### src/verilog/ctlpd_pkg.sv
// Shared constants and types for the control mode pin decoder.
package ctlpd_pkg;

  // ----------------------------------------------------------------
  // Configuration pins
  // ----------------------------------------------------------------
  localparam int CTLPD_PINS = 4;    // Number of configuration pins.
  localparam int PIN_SWING  = 0;    // Swing select, serial clock.
  localparam int PIN_EDGE   = 1;    // Edge select, serial data.
  localparam int PIN_CAL    = 2;    // Delay select, serial select.
  localparam int PIN_MODE   = 3;    // Mode and full-scale select.

  // Resolved level of one tri-level pin.
  typedef logic [1:0] ctlpd_lvl_t;
  localparam ctlpd_lvl_t LVL_LO  = 2'h0;  // Driven low.
  localparam ctlpd_lvl_t LVL_HI  = 2'h1;  // Driven high.
  localparam ctlpd_lvl_t LVL_FLT = 2'h2;  // Left floating.

  // ----------------------------------------------------------------
  // Serial frame and device register file
  // ----------------------------------------------------------------
  localparam int         RADDR_W     = 4;        // Register address.
  localparam int         RDATA_W     = 16;       // Register data.
  localparam logic [4:0] FRAME_BITS  = 5'h14;    // Address plus data.
  localparam logic [3:0] DES_ADDR    = 4'hd;     // Dual-edge enable.
  localparam logic [15:0] DES_RESET  = 16'h3fff; // Its default value.
  localparam logic [15:0] USER_MASK  = 16'h6e0e; // The 8 user regs.

  // ----------------------------------------------------------------
  // Host command registers
  // ----------------------------------------------------------------
  localparam logic [7:0] CTRL_OFS   = 8'h00;  // Pin level codes.
  localparam logic [7:0] CMD_OFS    = 8'h04;  // Serial write order.
  localparam logic [7:0] STAT_OFS   = 8'h08;  // Host status.
  localparam int         CTRL_MODE  = 0;      // Mode pin code field.
  localparam int         CTRL_SWING = 2;      // Swing pin code field.
  localparam int         CTRL_EDGE  = 4;      // Edge pin code field.
  localparam int         CTRL_CAL   = 6;      // Delay pin code field.
  localparam logic [7:0] CTRL_RESET = 8'h15;  // All high, delay low.
  localparam int         STAT_BUSY  = 0;      // Frame in flight.
  localparam int         STAT_REFU  = 1;      // Sticky refusal.
  localparam int         STAT_ALL   = 2;      // All user regs written.
  localparam int         STAT_WMASK = 16;     // Written address mask.

  // ----------------------------------------------------------------
  // Timing
  // ----------------------------------------------------------------
  localparam int CLK_NS        = 20;  // Host clock period.
  localparam int SCLK_HALF_NS  = 80;  // Least serial clock half period.
  localparam int SCLK_HALF_CYC = (SCLK_HALF_NS + CLK_NS - 1) / CLK_NS;

endpackage

### src/verilog/ctlpd_if.sv
// Pin bundle joining the host end and the converter end.
`timescale 1ns/100ps
interface ctlpd_if;

  logic [3:0] pin_val;   // Level each pin is driven to.
  logic [3:0] pin_oe_n;  // Low while the host drives the pin.
  logic [3:0] pin_hi;    // Pin seen driven high.
  logic [3:0] pin_lo;    // Pin seen driven low.

  // Window sensing: an undriven pin reads neither high nor low.
  assign pin_hi = ~pin_oe_n & pin_val;
  assign pin_lo = ~pin_oe_n & ~pin_val;

  modport host (output pin_val, output pin_oe_n);
  modport dev  (input pin_hi, input pin_lo);

endinterface

### src/verilog/ctlpd_host.sv
// Host end: drives the configuration pins and the serial port.
`timescale 1ns/100ps
module ctlpd_host
  import ctlpd_pkg::*;
(
  input  wire logic        clock,     // System clock.
  input  wire logic        nrst,      // Synchronous reset.
  input  wire logic        ce,        // Clock enable.
  input  wire logic [7:0]  addr,      // Register byte address.
  input  wire logic [31:0] wdata,     // Write data.
  input  wire logic        wr,        // Write strobe.
  input  wire logic        rd,        // Read strobe.
  output logic      [31:0] rdata,     // Read data, one cycle later.
  output logic             cfg_ready, // All user regs written.
  ctlpd_if.host            pins       // Configuration pins.
);

  // ----------------------------------------------------------------
  // State
  // ----------------------------------------------------------------
  typedef enum logic [4:0] {
    H_IDLE = 5'b00001, H_SEL = 5'b00010, H_LOW = 5'b00100,
    H_HIGH = 5'b01000, H_END = 5'b10000
  } ctlpd_hst_t;

  ctlpd_hst_t  state_q;     // Serial sequencer state.
  logic [7:0]  ctrl_q;      // Pin level codes.
  logic [19:0] cmd_q;       // Last accepted serial order.
  logic [19:0] shift_q;     // Outgoing frame, MSB first.
  logic [4:0]  bit_q;       // Bits sent in this frame.
  logic [7:0]  div_q;       // Half period timer.
  logic        refused_q;   // Sticky refusal flag.
  logic [15:0] written_q;   // Addresses written at least once.
  logic [3:0]  pval_q;      // Registered pin levels.
  logic [3:0]  poe_n_q;     // Registered pin enables.
  logic [3:0]  pval_d;      // Next pin levels.
  logic [3:0]  poe_n_d;     // Next pin enables.
  logic        busy;        // A frame is in flight.
  logic        ext;         // Extended mode chosen.
  logic        half_done;   // Half period elapsed.
  logic        cmd_wr;      // Order write seen.
  logic        cmd_ok;      // Order may be sent.
  logic        ctrl_wr;     // Level code write seen.

  assign busy      = (state_q != H_IDLE);
  assign ext       = (ctrl_q[CTRL_MODE +: 2] == LVL_FLT);
  assign half_done = (div_q == 8'(SCLK_HALF_CYC - 1));
  assign cfg_ready = &(written_q | ~USER_MASK);
  assign cmd_wr    = wr && (addr == CMD_OFS);
  assign ctrl_wr   = wr && (addr == CTRL_OFS);
  // Dual-edge register must first get its default, and other values
  // only once every user register has been written.
  assign cmd_ok    = !busy && ext &&
                     !(wdata[19:16] == DES_ADDR && !cfg_ready &&
                       wdata[15:0] != DES_RESET);

  // ----------------------------------------------------------------
  // Software registers
  // ----------------------------------------------------------------
  // Level codes change only between frames.
  always_ff @(posedge clock) begin
    if (!nrst) begin
      ctrl_q <= CTRL_RESET;
    end else if (ce && ctrl_wr && !busy) begin
      ctrl_q <= wdata[7:0];
    end
  end

  // Accepted orders and the record of written addresses.
  always_ff @(posedge clock) begin
    if (!nrst) begin
      cmd_q     <= 20'h0_0000;
      written_q <= 16'h0000;
    end else if (ce && cmd_wr && cmd_ok) begin
      cmd_q <= wdata[19:0];
      written_q[wdata[19:16]] <= 1'b1;
    end
  end

  // Refusal is sticky; a new refusal wins over a clear.
  always_ff @(posedge clock) begin
    if (!nrst) begin
      refused_q <= 1'b0;
    end else if (ce) begin
      if ((cmd_wr && !cmd_ok) || (ctrl_wr && busy)) begin
        refused_q <= 1'b1;
      end else if (wr && addr == STAT_OFS && wdata[STAT_REFU]) begin
        refused_q <= 1'b0;
      end
    end
  end

  // Read data stand in the cycle after the strobe.
  always_ff @(posedge clock) begin
    if (!nrst) begin
      rdata <= 32'h0000_0000;
    end else if (ce) begin
      rdata <= 32'h0000_0000;
      if (rd) begin
        unique case (addr)
          CTRL_OFS: rdata[7:0]  <= ctrl_q;
          CMD_OFS:  rdata[19:0] <= cmd_q;
          STAT_OFS: begin
            rdata[STAT_BUSY]         <= busy;
            rdata[STAT_REFU]         <= refused_q;
            rdata[STAT_ALL]          <= cfg_ready;
            rdata[STAT_WMASK +: 16]  <= written_q;
          end
          default: rdata <= 32'h0000_0000;
        endcase
      end
    end
  end

  // ----------------------------------------------------------------
  // Serial sequencer
  // ----------------------------------------------------------------
  // Select, then 20 clock periods, then a gap, each half a period.
  always_ff @(posedge clock) begin
    if (!nrst) begin
      state_q <= H_IDLE;
      shift_q <= 20'h0_0000;
      bit_q   <= 5'h00;
      div_q   <= 8'h00;
    end else if (ce) begin
      div_q <= half_done ? 8'h00 : div_q + 8'h01;
      unique case (state_q)
        H_IDLE: begin
          div_q <= 8'h00;
          if (cmd_wr && cmd_ok) begin
            shift_q <= wdata[19:0];
            bit_q   <= 5'h00;
            state_q <= H_SEL;
          end
        end
        H_SEL: if (half_done) state_q <= H_LOW;
        H_LOW: if (half_done) state_q <= H_HIGH;
        H_HIGH: begin
          if (half_done) begin
            shift_q <= {shift_q[18:0], 1'b0};
            bit_q   <= bit_q + 5'h01;
            state_q <= (bit_q == FRAME_BITS - 5'h01) ? H_END : H_LOW;
          end
        end
        H_END: if (half_done) state_q <= H_IDLE;
      endcase
    end
  end

  // ----------------------------------------------------------------
  // Pin drive
  // ----------------------------------------------------------------
  // Past reset, pins never float except the mode and edge pins when asked.
  always_comb begin
    pval_d  = 4'h0;
    poe_n_d = 4'h0;
    pval_d[PIN_MODE]  = (ctrl_q[CTRL_MODE +: 2] == LVL_HI);
    poe_n_d[PIN_MODE] = ext;
    if (ext) begin
      pval_d[PIN_SWING] = (state_q == H_HIGH);
      pval_d[PIN_EDGE]  = shift_q[19];
      pval_d[PIN_CAL]   = !(state_q inside {H_SEL, H_LOW, H_HIGH});
    end else begin
      // Swing pin is always driven; a float code drives high.
      pval_d[PIN_SWING] = (ctrl_q[CTRL_SWING +: 2] != LVL_LO);
      pval_d[PIN_EDGE]  = (ctrl_q[CTRL_EDGE +: 2] == LVL_HI);
      poe_n_d[PIN_EDGE] = (ctrl_q[CTRL_EDGE +: 2] == LVL_FLT);
      // Delay pin is always driven; a float code drives low.
      pval_d[PIN_CAL]   = (ctrl_q[CTRL_CAL +: 2] == LVL_HI);
    end
  end

  // Pin levels leave from flip-flops.
  always_ff @(posedge clock) begin
    if (!nrst) begin
      pval_q  <= 4'h0;
      poe_n_q <= 4'hf;
    end else if (ce) begin
      pval_q  <= pval_d;
      poe_n_q <= poe_n_d;
    end
  end

  assign pins.pin_val  = pval_q;
  assign pins.pin_oe_n = poe_n_q;

endmodule

### src/flat_wrapper.sv
// flat-port wrapper written by rule: the top's interface ports become plain ports
module ctlpd_host_flat import ctlpd_pkg::*;
  (clock, nrst, ce, addr, wdata, wr, rd, rdata, cfg_ready, pins_pin_val, pins_pin_oe_n);
  ctlpd_if pins_i ();
  input  wire logic clock;
  input  wire logic nrst;
  input  wire logic ce;
  input  wire logic [7:0] addr;
  input  wire logic [31:0] wdata;
  input  wire logic wr;
  input  wire logic rd;
  output logic      [31:0] rdata;
  output logic cfg_ready;
  output wire logic [$bits(pins_i.pin_val)-1:0] pins_pin_val;
  output wire logic [$bits(pins_i.pin_oe_n)-1:0] pins_pin_oe_n;
  assign pins_pin_val = pins_i.pin_val;
  assign pins_pin_oe_n = pins_i.pin_oe_n;
  ctlpd_host u_core (.clock(clock), .nrst(nrst), .ce(ce), .addr(addr), .wdata(wdata), .wr(wr), .rd(rd), .rdata(rdata), .cfg_ready(cfg_ready), .pins(pins_i));
endmodule
### config.mk
export PLATFORM = sky130hd
export DESIGN_NAME = ctlpd_host_flat
export DESIGN_NICKNAME = d
export VERILOG_FILES = /design/src/verilog/ctlpd_pkg.sv /design/src/verilog/ctlpd_if.sv /design/src/verilog/ctlpd_host.sv /design/src/flat_wrapper.sv
export SDC_FILE = /design/constraint.sdc
export NUM_CORES = 1
export LEC_CHECK = 0
export ABC_AREA = 1
export BUFFER_PORTS_ARGS = -buffer_cell sky130_fd_sc_hd__buf_2
export CAP_MARGIN = 20
export CORE_MARGIN = 2
export CORE_UTILIZATION = 61
export CTS_CLUSTER_SIZE = 14
export DETAILED_ROUTE_END_ITERATION = 7
export GPL_TIMING_DRIVEN = 0
export PLACE_DENSITY = 0.85
export REMOVE_ABC_BUFFERS = 1
export SYNTH_ARGS = -nofsm -noshare
export SYNTH_HDL_FRONTEND = slang
export SYNTH_SLANG_ARGS = --single-unit
### constraint.sdc
create_clock -name clock -period 4.3 [get_ports clock]
set_clock_uncertainty 0.1 [all_clocks]
set_input_delay 0.43 -clock clock [delete_from_list [all_inputs] [get_ports clock]]
set_output_delay 0.43 -clock clock [all_outputs]
set_load 0.01 [all_outputs]
==> results of run 1 <==
## tightest hold or removal path, stage by stage
cell	delay, ns
sky130_fd_sc_hd__buf_2	0.13
sky130_fd_sc_hd__nand2_1	0.07
sky130_fd_sc_hd__nand3_1	0.06
## per-layer routing
layer  routed length (um)  global-route usage
met3                 1090              0.0592
met5                    0                   0
met1                 6160               0.385
met2                 7110               0.486
met4                  379               0.120
## registers in the layout, indices dropped and copies added (netlist names)
signal and count:
u_core.ctrl_q 8, u_core.div_q 8, u_core.state_q 5, u_core.bit_q 5, u_core.written_q 16, u_core.pins.pin_val 4
u_core.pins.pin_oe_n 3, u_core.rdata 32, u_core.cmd_q 20, u_core.shift_q 20, u_core.refused_q 1
## how the worst min path moves through the flow
stage | startpoint | end | slack [ns] | cells after the start
after floorplan | u_core.written_q[15] | u_core.written_q[15] | 0.33 | 2
after global placement | u_core.written_q[15] | u_core.written_q[15] | 0.34 | 2
after detailed placement | u_core.written_q[7] | u_core.written_q[7] | 0.35 | 2
after CTS | wdata[4] | u_core.ctrl_q[4] | 0.09 | 3
after global routing | wdata[4] | u_core.ctrl_q[4] | 0.09 | 3
final | wdata[4] | u_core.ctrl_q[4] | 0.10 | 3
## kinds of logic after synthesis
group	synth area share
buf+inv	0.0846
flops	0.433
xor+xnor	0.00466
compound gates	0.161
fa+ha+maj	0.00444
simple gates	0.312
## layout make-up
cell class / count / area [sq um] / area share
tap: 111 / 139 / 0.0211
clock buffer: 21 / 459 / 0.0696
clock inverter: 11 / 143 / 0.0216
inverter: 58 / 218 / 0.0330
multi-input combinational: 544 / 2720 / 0.413
timing repair buffer: 78 / 472 / 0.0715
sequential: 122 / 2440 / 0.370
## stage by stage
stage | instance area [sq um] | total power [W]
global placement | 5880 | 0.00213
detailed placement | 5940 | 0.00225
floorplan | 5380 | 0.00198
finish | 6600 | 0.00373
CTS | 6550 | 0.00369
global route | 6600 | 0.00389
## synth_stat cells, drive strengths merged, types with 3 or more instances
library cell,instances,area (sq um)
buf,26,180
nand4,26,169
nand2,213,807
dfxtp,122,2440
a31oi,8,50.1
o22ai,4,25.0
nand3,38,205
o21a,10,75.1
a22oi,4,30.0
nor3,14,80.1
nand3b,20,150
o2111ai,4,35.0
a21oi,88,482
or2,3,18.8
clkbuf,21,78.8
a211oi,10,95.1
o21ai,9,48.8
nor2,77,312
inv,56,210
## power groups by stage
stage / Combinational, W / Sequential (W) / Clock, W
3_3_place_gp: 0.000764 / 0.00137 / 0
2_1_floorplan: 0.000618 / 0.00136 / 0
3_5_place_dp: 0.000869 / 0.00138 / 0
4_1_cts: 0.000889 / 0.00136 / 0.00144
6_report: 0.000927 / 0.00137 / 0.00144
5_1_grt: 0.00102 / 0.00138 / 0.00149
==> flow_results.org, run 1 <==
** Status
- The flow ran to the end, and the final reports show no timing, DRC or antenna violations.

** CTS
- Clock sink count :: 122
- Clock buffers created by TritonCTS :: 17
- CTS tree :: done
- H-tree levels :: 4
- Post-cts sizing count :: 0
- In this run the clock root is driven by a sky130_fd_sc_hd__clkbuf_8.
- After clock tree synthesis, the clock-pin slew on the worst setup and hold paths is about 0.060 ns.
- Post-cts hold buffer count :: 0
- Largest buffer count on any clock path :: 2
- Post-CTS Setup Bufs :: 0
- The later pin in the worst-skew pair is clocked with a latency of 0.53 ns.

** Setup path
- Among all stages on the critical path, the largest delay is contributed by sky130_fd_sc_hd__clkinv_1.
- On the critical path the largest part of the delay comes from simple AND/OR/NAND/NOR gates.
- Critical path buffers and inverters :: 2
- Arrival @ worst endpoint :: 3.50 ns
- Worst Reg-to-Reg Cells :: 7
- Worst R2R End :: u_core.shift_q[17]
- Walking the worst path, the cells encountered are inv_2 > nand3_1 > clkinv_1 > o21ai_0 > nand3b_1 > nand2_1 > nor2_1.
- The critical path runs through a total of 7 cells.
- Crit end category :: register
- Largest stage delay on the critical path :: 0.94 ns
- Tracing the worst setup path back leads to its startpoint at u_core.state_q[4].
- Setup crit start kind :: register
- Of all nets on the critical path, the largest fanout is 27.
- The most critical setup path has its endpoint at u_core.shift_q[17].
- The critical path in this run is classified as reg -> reg.
- At the worst endpoint, the required time is 4.66 ns.
- In this run the register-to-register setup slack is approximately 1.2 ns.
- Worst flop-to-flop path startpoint :: u_core.state_q[4]

** Drt
- For this run, design rule violations remaining after detail routing come to 0.
- The routed design has 14700 um of wire.
- The first TritonRoute pass finished after 6 iterations.
- Dividing the detail-routed wire length by the instance count gives 15.6 um.
- For this block, the initial DRC count from the detailed router was 525.
- Detailed routing inserted a total of 5523 vias.
- Once detail routing completed, the nets flagged for antenna violations numbered 0.
- Using the TritonRoute via totals, the vias-per-cell ratio works out to 5.84.

** Placement
- Number of buffers added on ports :: 73
- Setup slack at placement :: 0.944 ns
- The congestion estimate from routability-driven global placement came to about 0.93.
- The wire-length estimate of the detail-placed layout is 9020 um.
- Counting tap cells, the placed design contains a total of 910 instances.

** Timing
- Setup violations remaining at the end of the flow were counted as 0.
- The count of final max-slew check failures is 0.
- Hold_ws :: just over 0.1 ns
- Final worst slack :: about 1.2 ns
- RSZ-0062 raised after global routing :: false
- Slew HR :: 0.345
- For the final routed database, the setup TNS stands at 0 ns.
- Upper clock frequency limit :: 319 MHz
- The smallest clock period supported by the final layout is computed as 3.13 ns.
- Final cycle utilization of the critical path :: 0.728
- At the pin with the least slew margin, the transition time is 0.980 ns.
- Count of endpoints failing hold in the final timing report :: 0

** Floorplanning
- The floorplan step defined a core boundary enclosing approximately 9100 sq um.
- Width of the chip :: 100 um
- Number of top-level pins :: 86
- The die covers 10000 sq um.
- The floorplan has 35 rows.
- In this run the vertical extent of the chip is 100 um.
- For this configuration, the core starts out at a cell density of 0.619.

** Finish
- At the end of the flow, the number of nets in the layout was 868.
- Number of inserted diodes :: 0
- Fin cells :: about 950
- Share of the core filled with cells :: 0.724
- Counting the fill cells in the layout gives 663.
- From synthesis to final layout, the design area changed by 17.1%.
- Most used cells in the layout excluding fill and tap cells :: 210 x sky130_fd_sc_hd__nand2_1, 122 x sky130_fd_sc_hd__dfxtp_1, 77 x sky130_fd_sc_hd__a21oi_1
- Leaving out fill and tap cells, the most frequent cell in the layout is sky130_fd_sc_hd__nand2_1.
- In the final layout, the share of cells above drive strength 1 is 0.175.

** Hold path
- Path class of the lowest-slack min-delay path :: in -> reg

** Synthesis
- Of the synthesized area, sequential elements account for 0.433.
- Warning count from the yosys run :: 0
- Synthesis handed over a netlist of slightly below 800 instances.
- Ys flop type :: sky130_fd_sc_hd__dfxtp_1
- The cell area that synthesis handed to floorplanning was 5640 sq um.
- A synthesized cell averages 7.31 sq um.
- Async S/R FF share, synth :: 0
- Number of distinct standard cells referenced by the synthesized netlist :: 45
- In this run, synthesis inferred 0 flip-flops with an integrated enable.
- #FFs+latches synth :: 122

** GRT
- For this run, the total global-route usage over all layers was measured as 0.296.
- The first global-routing pass estimated approximately 24000 um of wire.
- Number of global-route vias before repair :: 5062
- Global route overflow :: 0
- Entering global routing, the biggest net connects 73 pins.
- Antenna violations before repair :: 0

** Pwr
- Peak ir drop on the vdd network :: 532 uV
- Gate power share :: 0.248
- Switching share of power :: 0.327
- PD cells :: 566 nW/um^2
- Int Power :: between 0.002 and 0.003 W
- Clock power share :: 0.386
- Part of the power in registers :: 0.366
- In this run the static leakage power is roughly 2.7 nW.
- For this design the total switching power over the nets is approximately 0.0012 W.

** Job
- Max-cap violations :: 0
No activity file was read; power rests on OpenSTA's default activity.
==> run 2: changes to the inputs <==
--- a/config.mk
+++ b/config.mk
@@ -9,11 +9,11 @@
 export BUFFER_PORTS_ARGS = -buffer_cell sky130_fd_sc_hd__buf_2
 export CAP_MARGIN = 20
 export CORE_MARGIN = 2
-export CORE_UTILIZATION = 61
+export CORE_UTILIZATION = 51
 export CTS_CLUSTER_SIZE = 14
 export DETAILED_ROUTE_END_ITERATION = 7
 export GPL_TIMING_DRIVEN = 0
-export PLACE_DENSITY = 0.85
+export PLACE_DENSITY = 0.76
 export REMOVE_ABC_BUFFERS = 1
 export SYNTH_ARGS = -nofsm -noshare
 export SYNTH_HDL_FRONTEND = slang
==> constraint.sdc (replaced) <==
create_clock -name clock -period 2.55 [get_ports clock]
set_clock_uncertainty 0.1 [all_clocks]
set_input_delay 0.255 -clock clock [delete_from_list [all_inputs] [get_ports clock]]
set_output_delay 0.255 -clock clock [all_outputs]
set_load 0.01 [all_outputs]
==> flow_results.org, run 2 (same netlist as run 1, synthesis figures left out) <==
** Status
- The flow ran to the end, and the final reports show no timing, DRC or antenna violations.

** Timing
- Static timing analysis puts the maximum clock frequency at 426 MHz.
- Setup slack closes at 0.203 ns.
- Accumulated negative setup slack :: 0 ns
- Count of pins over their slew limit :: 0
- For the pin with the worst max-slew slack, the measured transition is 0.901 ns.
- In this run the tightest slew margin relative to its limit is 0.399.
- Setup repair after global routing left no endpoint under its margin.
- Count of endpoints failing hold in the final timing report :: 0
- Of the available clock period, the critical path in the final layout requires 0.920.
- The worst path in the final design needs a cycle of 2.35 ns, including I/O delays and setup.
- Setup violations remaining at the end of the flow were counted as 0.

** Finish
- More flip-flops sit in one register than any other, and that register is u_core.rdata.
- Most used cells in the layout excluding fill and tap cells :: 210 x sky130_fd_sc_hd__nand2_1, 122 x sky130_fd_sc_hd__dfxtp_1, 77 x sky130_fd_sc_hd__a21oi_1
- The net count of the finished layout is 890.
- Number of inserted diodes :: 0
- Fin cells :: between 900 and 1000
- Leaving out fill and tap cells, the most frequent cell in the layout is sky130_fd_sc_hd__nand2_1.
- Number of flip-flops under the largest register name :: 32
- Fraction of final layout cells sized beyond drive strength 1 :: 0.175
- Signed area change from the synthesized netlist to the final layout :: 21.8%
- Largest registers :: u_core.rdata (32), u_core.cmd_q (20), u_core.shift_q (20)
- After filler insertion, the fill cell instance count of the layout stands at 869.

** Pwr
- Total power :: 0.00629 W
- The analysis attributes to cell leakage a power of 2.81 nW.
- PD cells :: 917 nW/um^2
- VDD sags by at most 619 uV.

** Setup path
- On the critical path, the stage with the largest delay is an instance of sky130_fd_sc_hd__dlygate4sd3_1.
- Arrival @ worst endpoint :: 2.61 ns
- The worst setup path is of the in -> reg kind.
- Required arrival time at the worst endpoint :: 2.82 ns
- Setup slack on the worst reg-to-reg path comes out at 0.23 ns.
- Worst flop-to-flop path startpoint :: u_core.state_q[1]
- Setup crit start kind :: primary input
- Max FO, Critical Path :: 29
- Worst Reg-to-Reg Cells :: 7
- Largest stage delay on the critical path :: 0.53 ns
- Cell type with the highest occurrence count on the critical path :: sky130_fd_sc_hd__nand2_1
- Cell chain of the critical path :: dlygate4sd3_1 > buf_2 > nand2_1 > inv_1 > nand2_1 > nor2_1 > nand2_1 > nand2_2 > nand3_4 > nand2_8 > nand2_1 > nand2_1 > nand3_1
- Worst R2R End :: u_core.shift_q[18]
- Crit end category :: register

** Drt
- Using the TritonRoute via totals, the vias-per-cell ratio works out to approximately 5.6.
- Average wire length per cell after detail routing :: 15.1 um
- Count of nets left with antenna violations after detail routing :: 0
- Wires add up to approximately 15000 um.
- The first detailed-routing pass ran for 5 iterations.
- Detailed-route via count :: 5555
- Remaining DRCs :: 0
- The detailed router finished its first iteration with roughly 400 violations.

** GRT
- Across every metal layer, demand over resource in global routing totals 0.254.
- After global routing the overflow that remains totals 0.
- Antenna violations before repair :: 0
- Global-route wire length before repair :: about 24000 um
- Number of global-route vias before repair :: 5029
- Pin count of the biggest net entering global routing :: 73

** CTS
- H-tree levels :: 4
- In this run the clock root is driven by a sky130_fd_sc_hd__clkbuf_8.
- Worst-skew pair later-pin latency :: 0.52 ns
- Clock-pin slew on the worst setup and hold paths :: approximately 0.06 ns
- The number of clock buffers added by TritonCTS is 17.
- Clock sink count :: 122
- Largest buffer count on any clock path :: 2
- After clock tree synthesis, the setup repair step added 0 buffers.
- TritonCTS built the clock tree.

** Placement
- Routability-driven placement finished with a final weighted congestion of 0.892.
- Post-DP HPWL :: 9200 um
- The number of placed instances, taps included, is 939.
- Input and output buffers added on the ports amount to 73.
- Prior to clock tree synthesis, the placed netlist has a worst setup slack of -0.811 ns.

** Floorplanning
- Effective utilization at floorplan :: 0.522
- In this run the standard cell core region covers 10800 sq um.
- The floorplan step defined a die boundary enclosing roughly 12000 sq um.
- Total number of placement rows :: 38
- The die is 109 um tall.
- In this run the count of I/O pins placed on the die edge is 86.
- Width of the chip :: ~110 um

** Hold path
- Worst Hold Depth :: 2
- End of the worst hold path :: u_core.div_q[2]
- Path class of the lowest-slack min-delay path :: in -> reg
- The startpoint identified for the worst hold timing path is ce.

** Job
- Across the run, the number of max-cap violations was 0.
## run 2: changes by cell type in the layout (fill, tap and decap cells not counted), moves of 2 or more
cell	previous run	this run
sky130_fd_sc_hd__nand2_8	0	2
sky130_fd_sc_hd__clkbuf_8	4	2
sky130_fd_sc_hd__dlygate4sd3_1	0	20
sky130_fd_sc_hd__clkinv_2	4	7
## run 2: what timing repair did
action                     CTS  global route
cloned                       2             2
hold buffers                20             0
hold endpoints to repair    28             0
gates resized for setup      6             1
pin swaps                    2             2
setup endpoints to repair   36            30
## run 2: final cells by class
type	instances	area, sq um	share of cell area
clock inverter	13	151	0.0221
clock buffer	19	432	0.0629
inverter	58	219	0.0319
multi-input combinational	548	2800	0.408
timing repair buffer	96	641	0.0934
sequential	122	2440	0.356
tap	140	175	0.0255
## run 2: metal layers
layer | track usage | up-vias | part of all wire
li1 | - | 2719 | -
met1 | 0.323 | 2570 | 0.43
met2 | 0.410 | 241 | 0.47
met3 | 0.0634 | 25 | 0.078
met4 | 0.109 | 0 | 0.020
met5 | 0 | - | 0
## run 2: how the worst max path moves through the flow
stage	cells after the start	startpoint	to
finish	13	wdata[5]	u_core.state_q[0]
global route	10	u_core.state_q[0]	u_core.bit_q[1]
CTS	8	u_core.state_q[2]	u_core.state_q[0]
detailed placement	9	u_core.ctrl_q[1]	u_core.state_q[0]
global placement	7	u_core.state_q[0]	u_core.bit_q[1]
floorplan	6	u_core.state_q[0]	u_core.bit_q[1]
## run 2: power breakdown
group	total [W]	leakage, nW	switching [W]	internal [W]
Sequential	0.00230	0.989	0.000166	0.00213
Combinational	0.00163	1.54	0.00108	0.000551
Clock	0.00236	0.283	0.000860	0.00150
## run 2: stage by stage
stage	util	area (sq um)	hold slack (ns)
finish	0.636	6860	0.0521
global route	0.636	6860	0.0579
CTS	0.631	6810	0.0316
detailed placement	0.554	5980	0.342
global placement	0.548	5920	0.342
floorplan	-	5380	0.224
## run 2: critical path: cells and delay by family
| family | cells | cell delay, ns |
|---|---|---|
| AND/OR/NAND/NOR | 10 | 1.59 |
| buffers and inverters | 3 | 0.74 |
==> run 3: changes to the inputs <==
--- a/config.mk
+++ b/config.mk
@@ -5,12 +5,12 @@
 export SDC_FILE = /design/constraint.sdc
 export NUM_CORES = 1
 export LEC_CHECK = 0
-export ABC_AREA = 1
+export ABC_AREA = 0
 export BUFFER_PORTS_ARGS = -buffer_cell sky130_fd_sc_hd__buf_2
 export CAP_MARGIN = 20
 export CORE_MARGIN = 2
 export CORE_UTILIZATION = 51
-export CTS_CLUSTER_SIZE = 14
+export CTS_CLUSTER_SIZE = 12
 export DETAILED_ROUTE_END_ITERATION = 7
 export GPL_TIMING_DRIVEN = 0
 export PLACE_DENSITY = 0.76
==> flow_results.org, run 3 <==
** Floorplanning
- In this run the horizontal extent of the chip is 106 um.
- For this configuration, the core starts out at a cell density of 0.517.
- Number of top-level pins :: 86
- The core region is 10200 sq um.
- The die covers 11200 sq um.
- Total number of placement rows :: 37
- Die Span Y :: 106 um

** Pwr
- For this design the total switching power over the nets is 0.00106 W.
- Of the total power, the share spent switching nets is 0.225.
- Of the total power, the clock network draws 0.504.
- Int Power :: approximately 0.0036 W
- PD cells :: roughly 700 nW/um^2
- Peak ir drop on the vdd network :: 506 uV
- Static Leak :: 2.61 nW
- Of the total power, registers draw 0.421.
- Total power :: between 0.004 and 0.005 W
- Of the total power, combinational logic draws 0.075.

** Drt
- The first detailed-routing pass ran for 8 iterations.
- Detailed-route via count :: 4880
- Remaining DRCs :: 6
- After detailed routing, the number of vias per cell comes to 5.99.
- The detail route stage leaves a number of antenna-violating nets equal to 0.
- Dividing the detail-routed wire length by the instance count gives approximately 17 um.
- Detailed router's first-iteration violation count :: 454
- The routed design has 14200 um of wire.

** Timing
- Slew HR :: 0.371
- Static timing analysis puts the maximum clock frequency at 387 MHz.
- Final hold analysis gives a worst-case slack of 0.0238 ns.
- Accumulated negative setup slack :: -0.0354 ns
- The count of final max-slew check failures came to 0.
- Final-report setup violation count :: 1
- For the pin with the worst max-slew slack, the measured transition is 0.940 ns.
- Final cycle utilization of the critical path :: 1.01
- Count of endpoints failing hold in the final timing report :: 0
- Final worst slack :: -0.0354 ns
- The routed design could run at a clock period as short as 2.59 ns.

** Synthesis
- Of the post-synthesis cell area, the dominant cell type holds 0.464.
- During synthesis, Yosys emitted a total of 0 warnings.
- Sequential-to-total area share from yosys stat :: 0.464
- By area the synthesized netlist is led by sky130_fd_sc_hd__dfxtp_1 46%, sky130_fd_sc_hd__nand2_1 6.6%, sky130_fd_sc_hd__mux2i_1 6.3%.
- Averaged over all synthesized cells, the footprint is 8.99 sq um.
- Leading cell type by number of instances after synthesis :: sky130_fd_sc_hd__dfxtp_1
- #FFs+latches synth :: 122
- Cell taking the most area after synthesis :: sky130_fd_sc_hd__dfxtp_1
- Ys flop type :: sky130_fd_sc_hd__dfxtp_1
- Counting instances in the post-synthesis netlist gives the leading cell types as 122 x sky130_fd_sc_hd__dfxtp_1, 92 x sky130_fd_sc_hd__nand2_1, 57 x sky130_fd_sc_hd__nor2_1.
- Async S/R FF share, synth :: 0
- Netlist Area Pre-Place :: 5270 sq um
- Number of synthesized flops with an enable pin :: 0
- Instance count of the mapped netlist :: 586
- Number of distinct standard cells referenced by the synthesized netlist :: 61

** Setup path
- The setup path with the least slack is of type in -> reg.
- Cell chain of the critical path :: dlygate4sd3_1 > buf_2 > nand4_1 > or4_4 > a2111o_2 > buf_2 > a2111oi_4 > a31o_2
- In this design, the critical path's most frequently occurring cell is sky130_fd_sc_hd__buf_2.
- The worst setup path is captured at a register.
- Arrival @ worst endpoint :: 2.96 ns
- In this design, the largest share of critical-path delay is due to compound AO/OA/AOI/OAI gates.
- The largest single stage delay on the critical path is 0.59 ns.
- Required arrival time at the worst endpoint :: ~3 ns
- Setup crit start kind :: primary input
- Slowest-stage cell, CP :: sky130_fd_sc_hd__a2111o_2
- Counting both buffers and inverters, the worst setup path holds a total of 3.
- Max FO, Critical Path :: 6

** GRT
- Number of global-route vias before repair :: 4368
- Pin count of the biggest net entering global routing :: 56
- The first global-routing pass estimated 21800 um of wire.
- The number of antenna violations at the first check in global routing came to 0.
- For this run, the total global-route usage over all layers was measured as 0.245.
- For this run the aggregate overflow at the end of global routing stands at 0.

** CTS
- After clock tree synthesis, the clock-pin slew on the worst setup and hold paths is 0.05 ns.
- H-tree levels :: 4
- The cell sitting at the root of the clock tree is a sky130_fd_sc_hd__clkbuf_8.
- CTS tree :: done
- Largest buffer count on any clock path :: 2
- CTS saw 122 sinks.
- The number of clock buffers added by TritonCTS is 17.
- The clock reaches the later pin of the worst-skew pair after 0.53 ns.

** Status
- Violations in the final reports :: design-rule violations, negative setup slack
- The flow ran to the end, but the final reports show violations.

** Finish
- At the end of the flow the core is filled with cells to 0.655.
- Largest registers :: u_core.rdata (32), u_core.cmd_q (20), u_core.shift_q (20)
- Summing all multi-input logic gate instances after layout gives 2730 sq um.
- Fill count :: 813
- Most common cell after layout, fill and taps aside :: sky130_fd_sc_hd__dfxtp_1
- Register area :: about 2400 sq um
- For this run, the post-layout net count is 714.
- Ranked by flip-flop count, first place goes to u_core.rdata.
- Leaving out fill and tap cells, the most frequent cells in the layout are 121 x sky130_fd_sc_hd__dfxtp_1, 92 x sky130_fd_sc_hd__nand2_1, 75 x sky130_fd_sc_hd__buf_2.
- In the final layout, the share of cells above drive strength 1 is 0.222.
- The area growth from synthesis to layout is 26.5%.
- Number of flip-flops under the largest register name :: 32
- The finished layout holds 815 standard cells, fillers aside.
- 0 antenna diodes ended up in the layout.

** Hold path
- Path class of the lowest-slack min-delay path :: in -> reg

** Placement
- Gpl congestion :: a little under 0.9
- Buffers placed on the I/O ports in this run total 73.
- Once placement completed, the tool counted placed cells totaling 755.
- Post-DP HPWL :: 8510 um

** Job
- The tool flagged a number of max-cap violations equal to 0.
## run 3: layer usage
layer  global-route usage  routed length [um]  up-vias
li1                     -                   -     2289
met1                0.320                6140     2354
met2                0.399                6830      215
met3               0.0470                 940       22
met4                0.102                 286        0
met5                    0                   0        -
## run 3: repair_timing
item | 4_1_cts | 5_1_grt
hold buffers | 20 | 0
buffers inserted | 3 | 2
cloned | 3 | 1
setup endpoints to repair | 33 | 53
gates resized for setup | 6 | 10
pin swaps | 3 | 2
endpoints found under the hold margin | 28 | 0
## run 3: layout make-up
class,count,area share
clock buffer,23,0.0700
timing repair buffer,104,0.107
sequential,122,0.366
multi-input combinational,416,0.410
clock inverter,8,0.0176
tap,136,0.0255
inverter,6,0.00338
## run 3: cells by family (layout without fill, tap and decap cells)
logic type,count (synthesis),count (layout),synth area share
fa+ha+maj,2,2,0.00475
xor+xnor,7,7,0.0116
flops,122,122,0.464
buf+inv,52,141,0.0430
compound gates,126,129,0.174
simple gates,229,230,0.208
mux,48,48,0.0948
## run 3: through the flow
step / setup slack (ns) / area (sq um)
after floorplan: -0.373 / 5060
after global placement: -1.42 / 5600
after detailed placement: -0.949 / 5720
after CTS: -0.00137 / 6600
after global routing: -0.0602 / 6670
final: -0.0354 / 6670
## run 3: final timing paths
| path | startpoint | to | slack, ns | cells past startpoint |
|---|---|---|---|---|
| max | wdata[0] | u_core.shift_q[19] | -0.04 | 8 |
| min | wdata[17] | u_core.cmd_q[17] | 0.02 | 3 |
| max reg2reg | u_core.state_q[2] | u_core.shift_q[19] | 0.08 | 6 |
| min reg2reg | u_core.cmd_q[5] | u_core.cmd_q[5] | 0.35 | 2 |
## run 3: worst register-to-register path: cells and delay by family (launching register included)
kind / cells / cell delay, ns
AOI/OAI and AO/OA: 3 / 1.13
DFF: 1 / 0.41
and+or+nand+nor: 2 / 0.55
buffers and inverters: 1 / 0.23
## run 3: power groups by stage
stage	logic (W)	clock network [W]	registers [W]
floorplan	0.000162	0	0.00201
global placement	0.000275	0	0.00201
detailed placement	0.000299	0	0.00201
CTS	0.000332	0.00240	0.00197
global route	0.000379	0.00248	0.00198
finish	0.000350	0.00236	0.00198
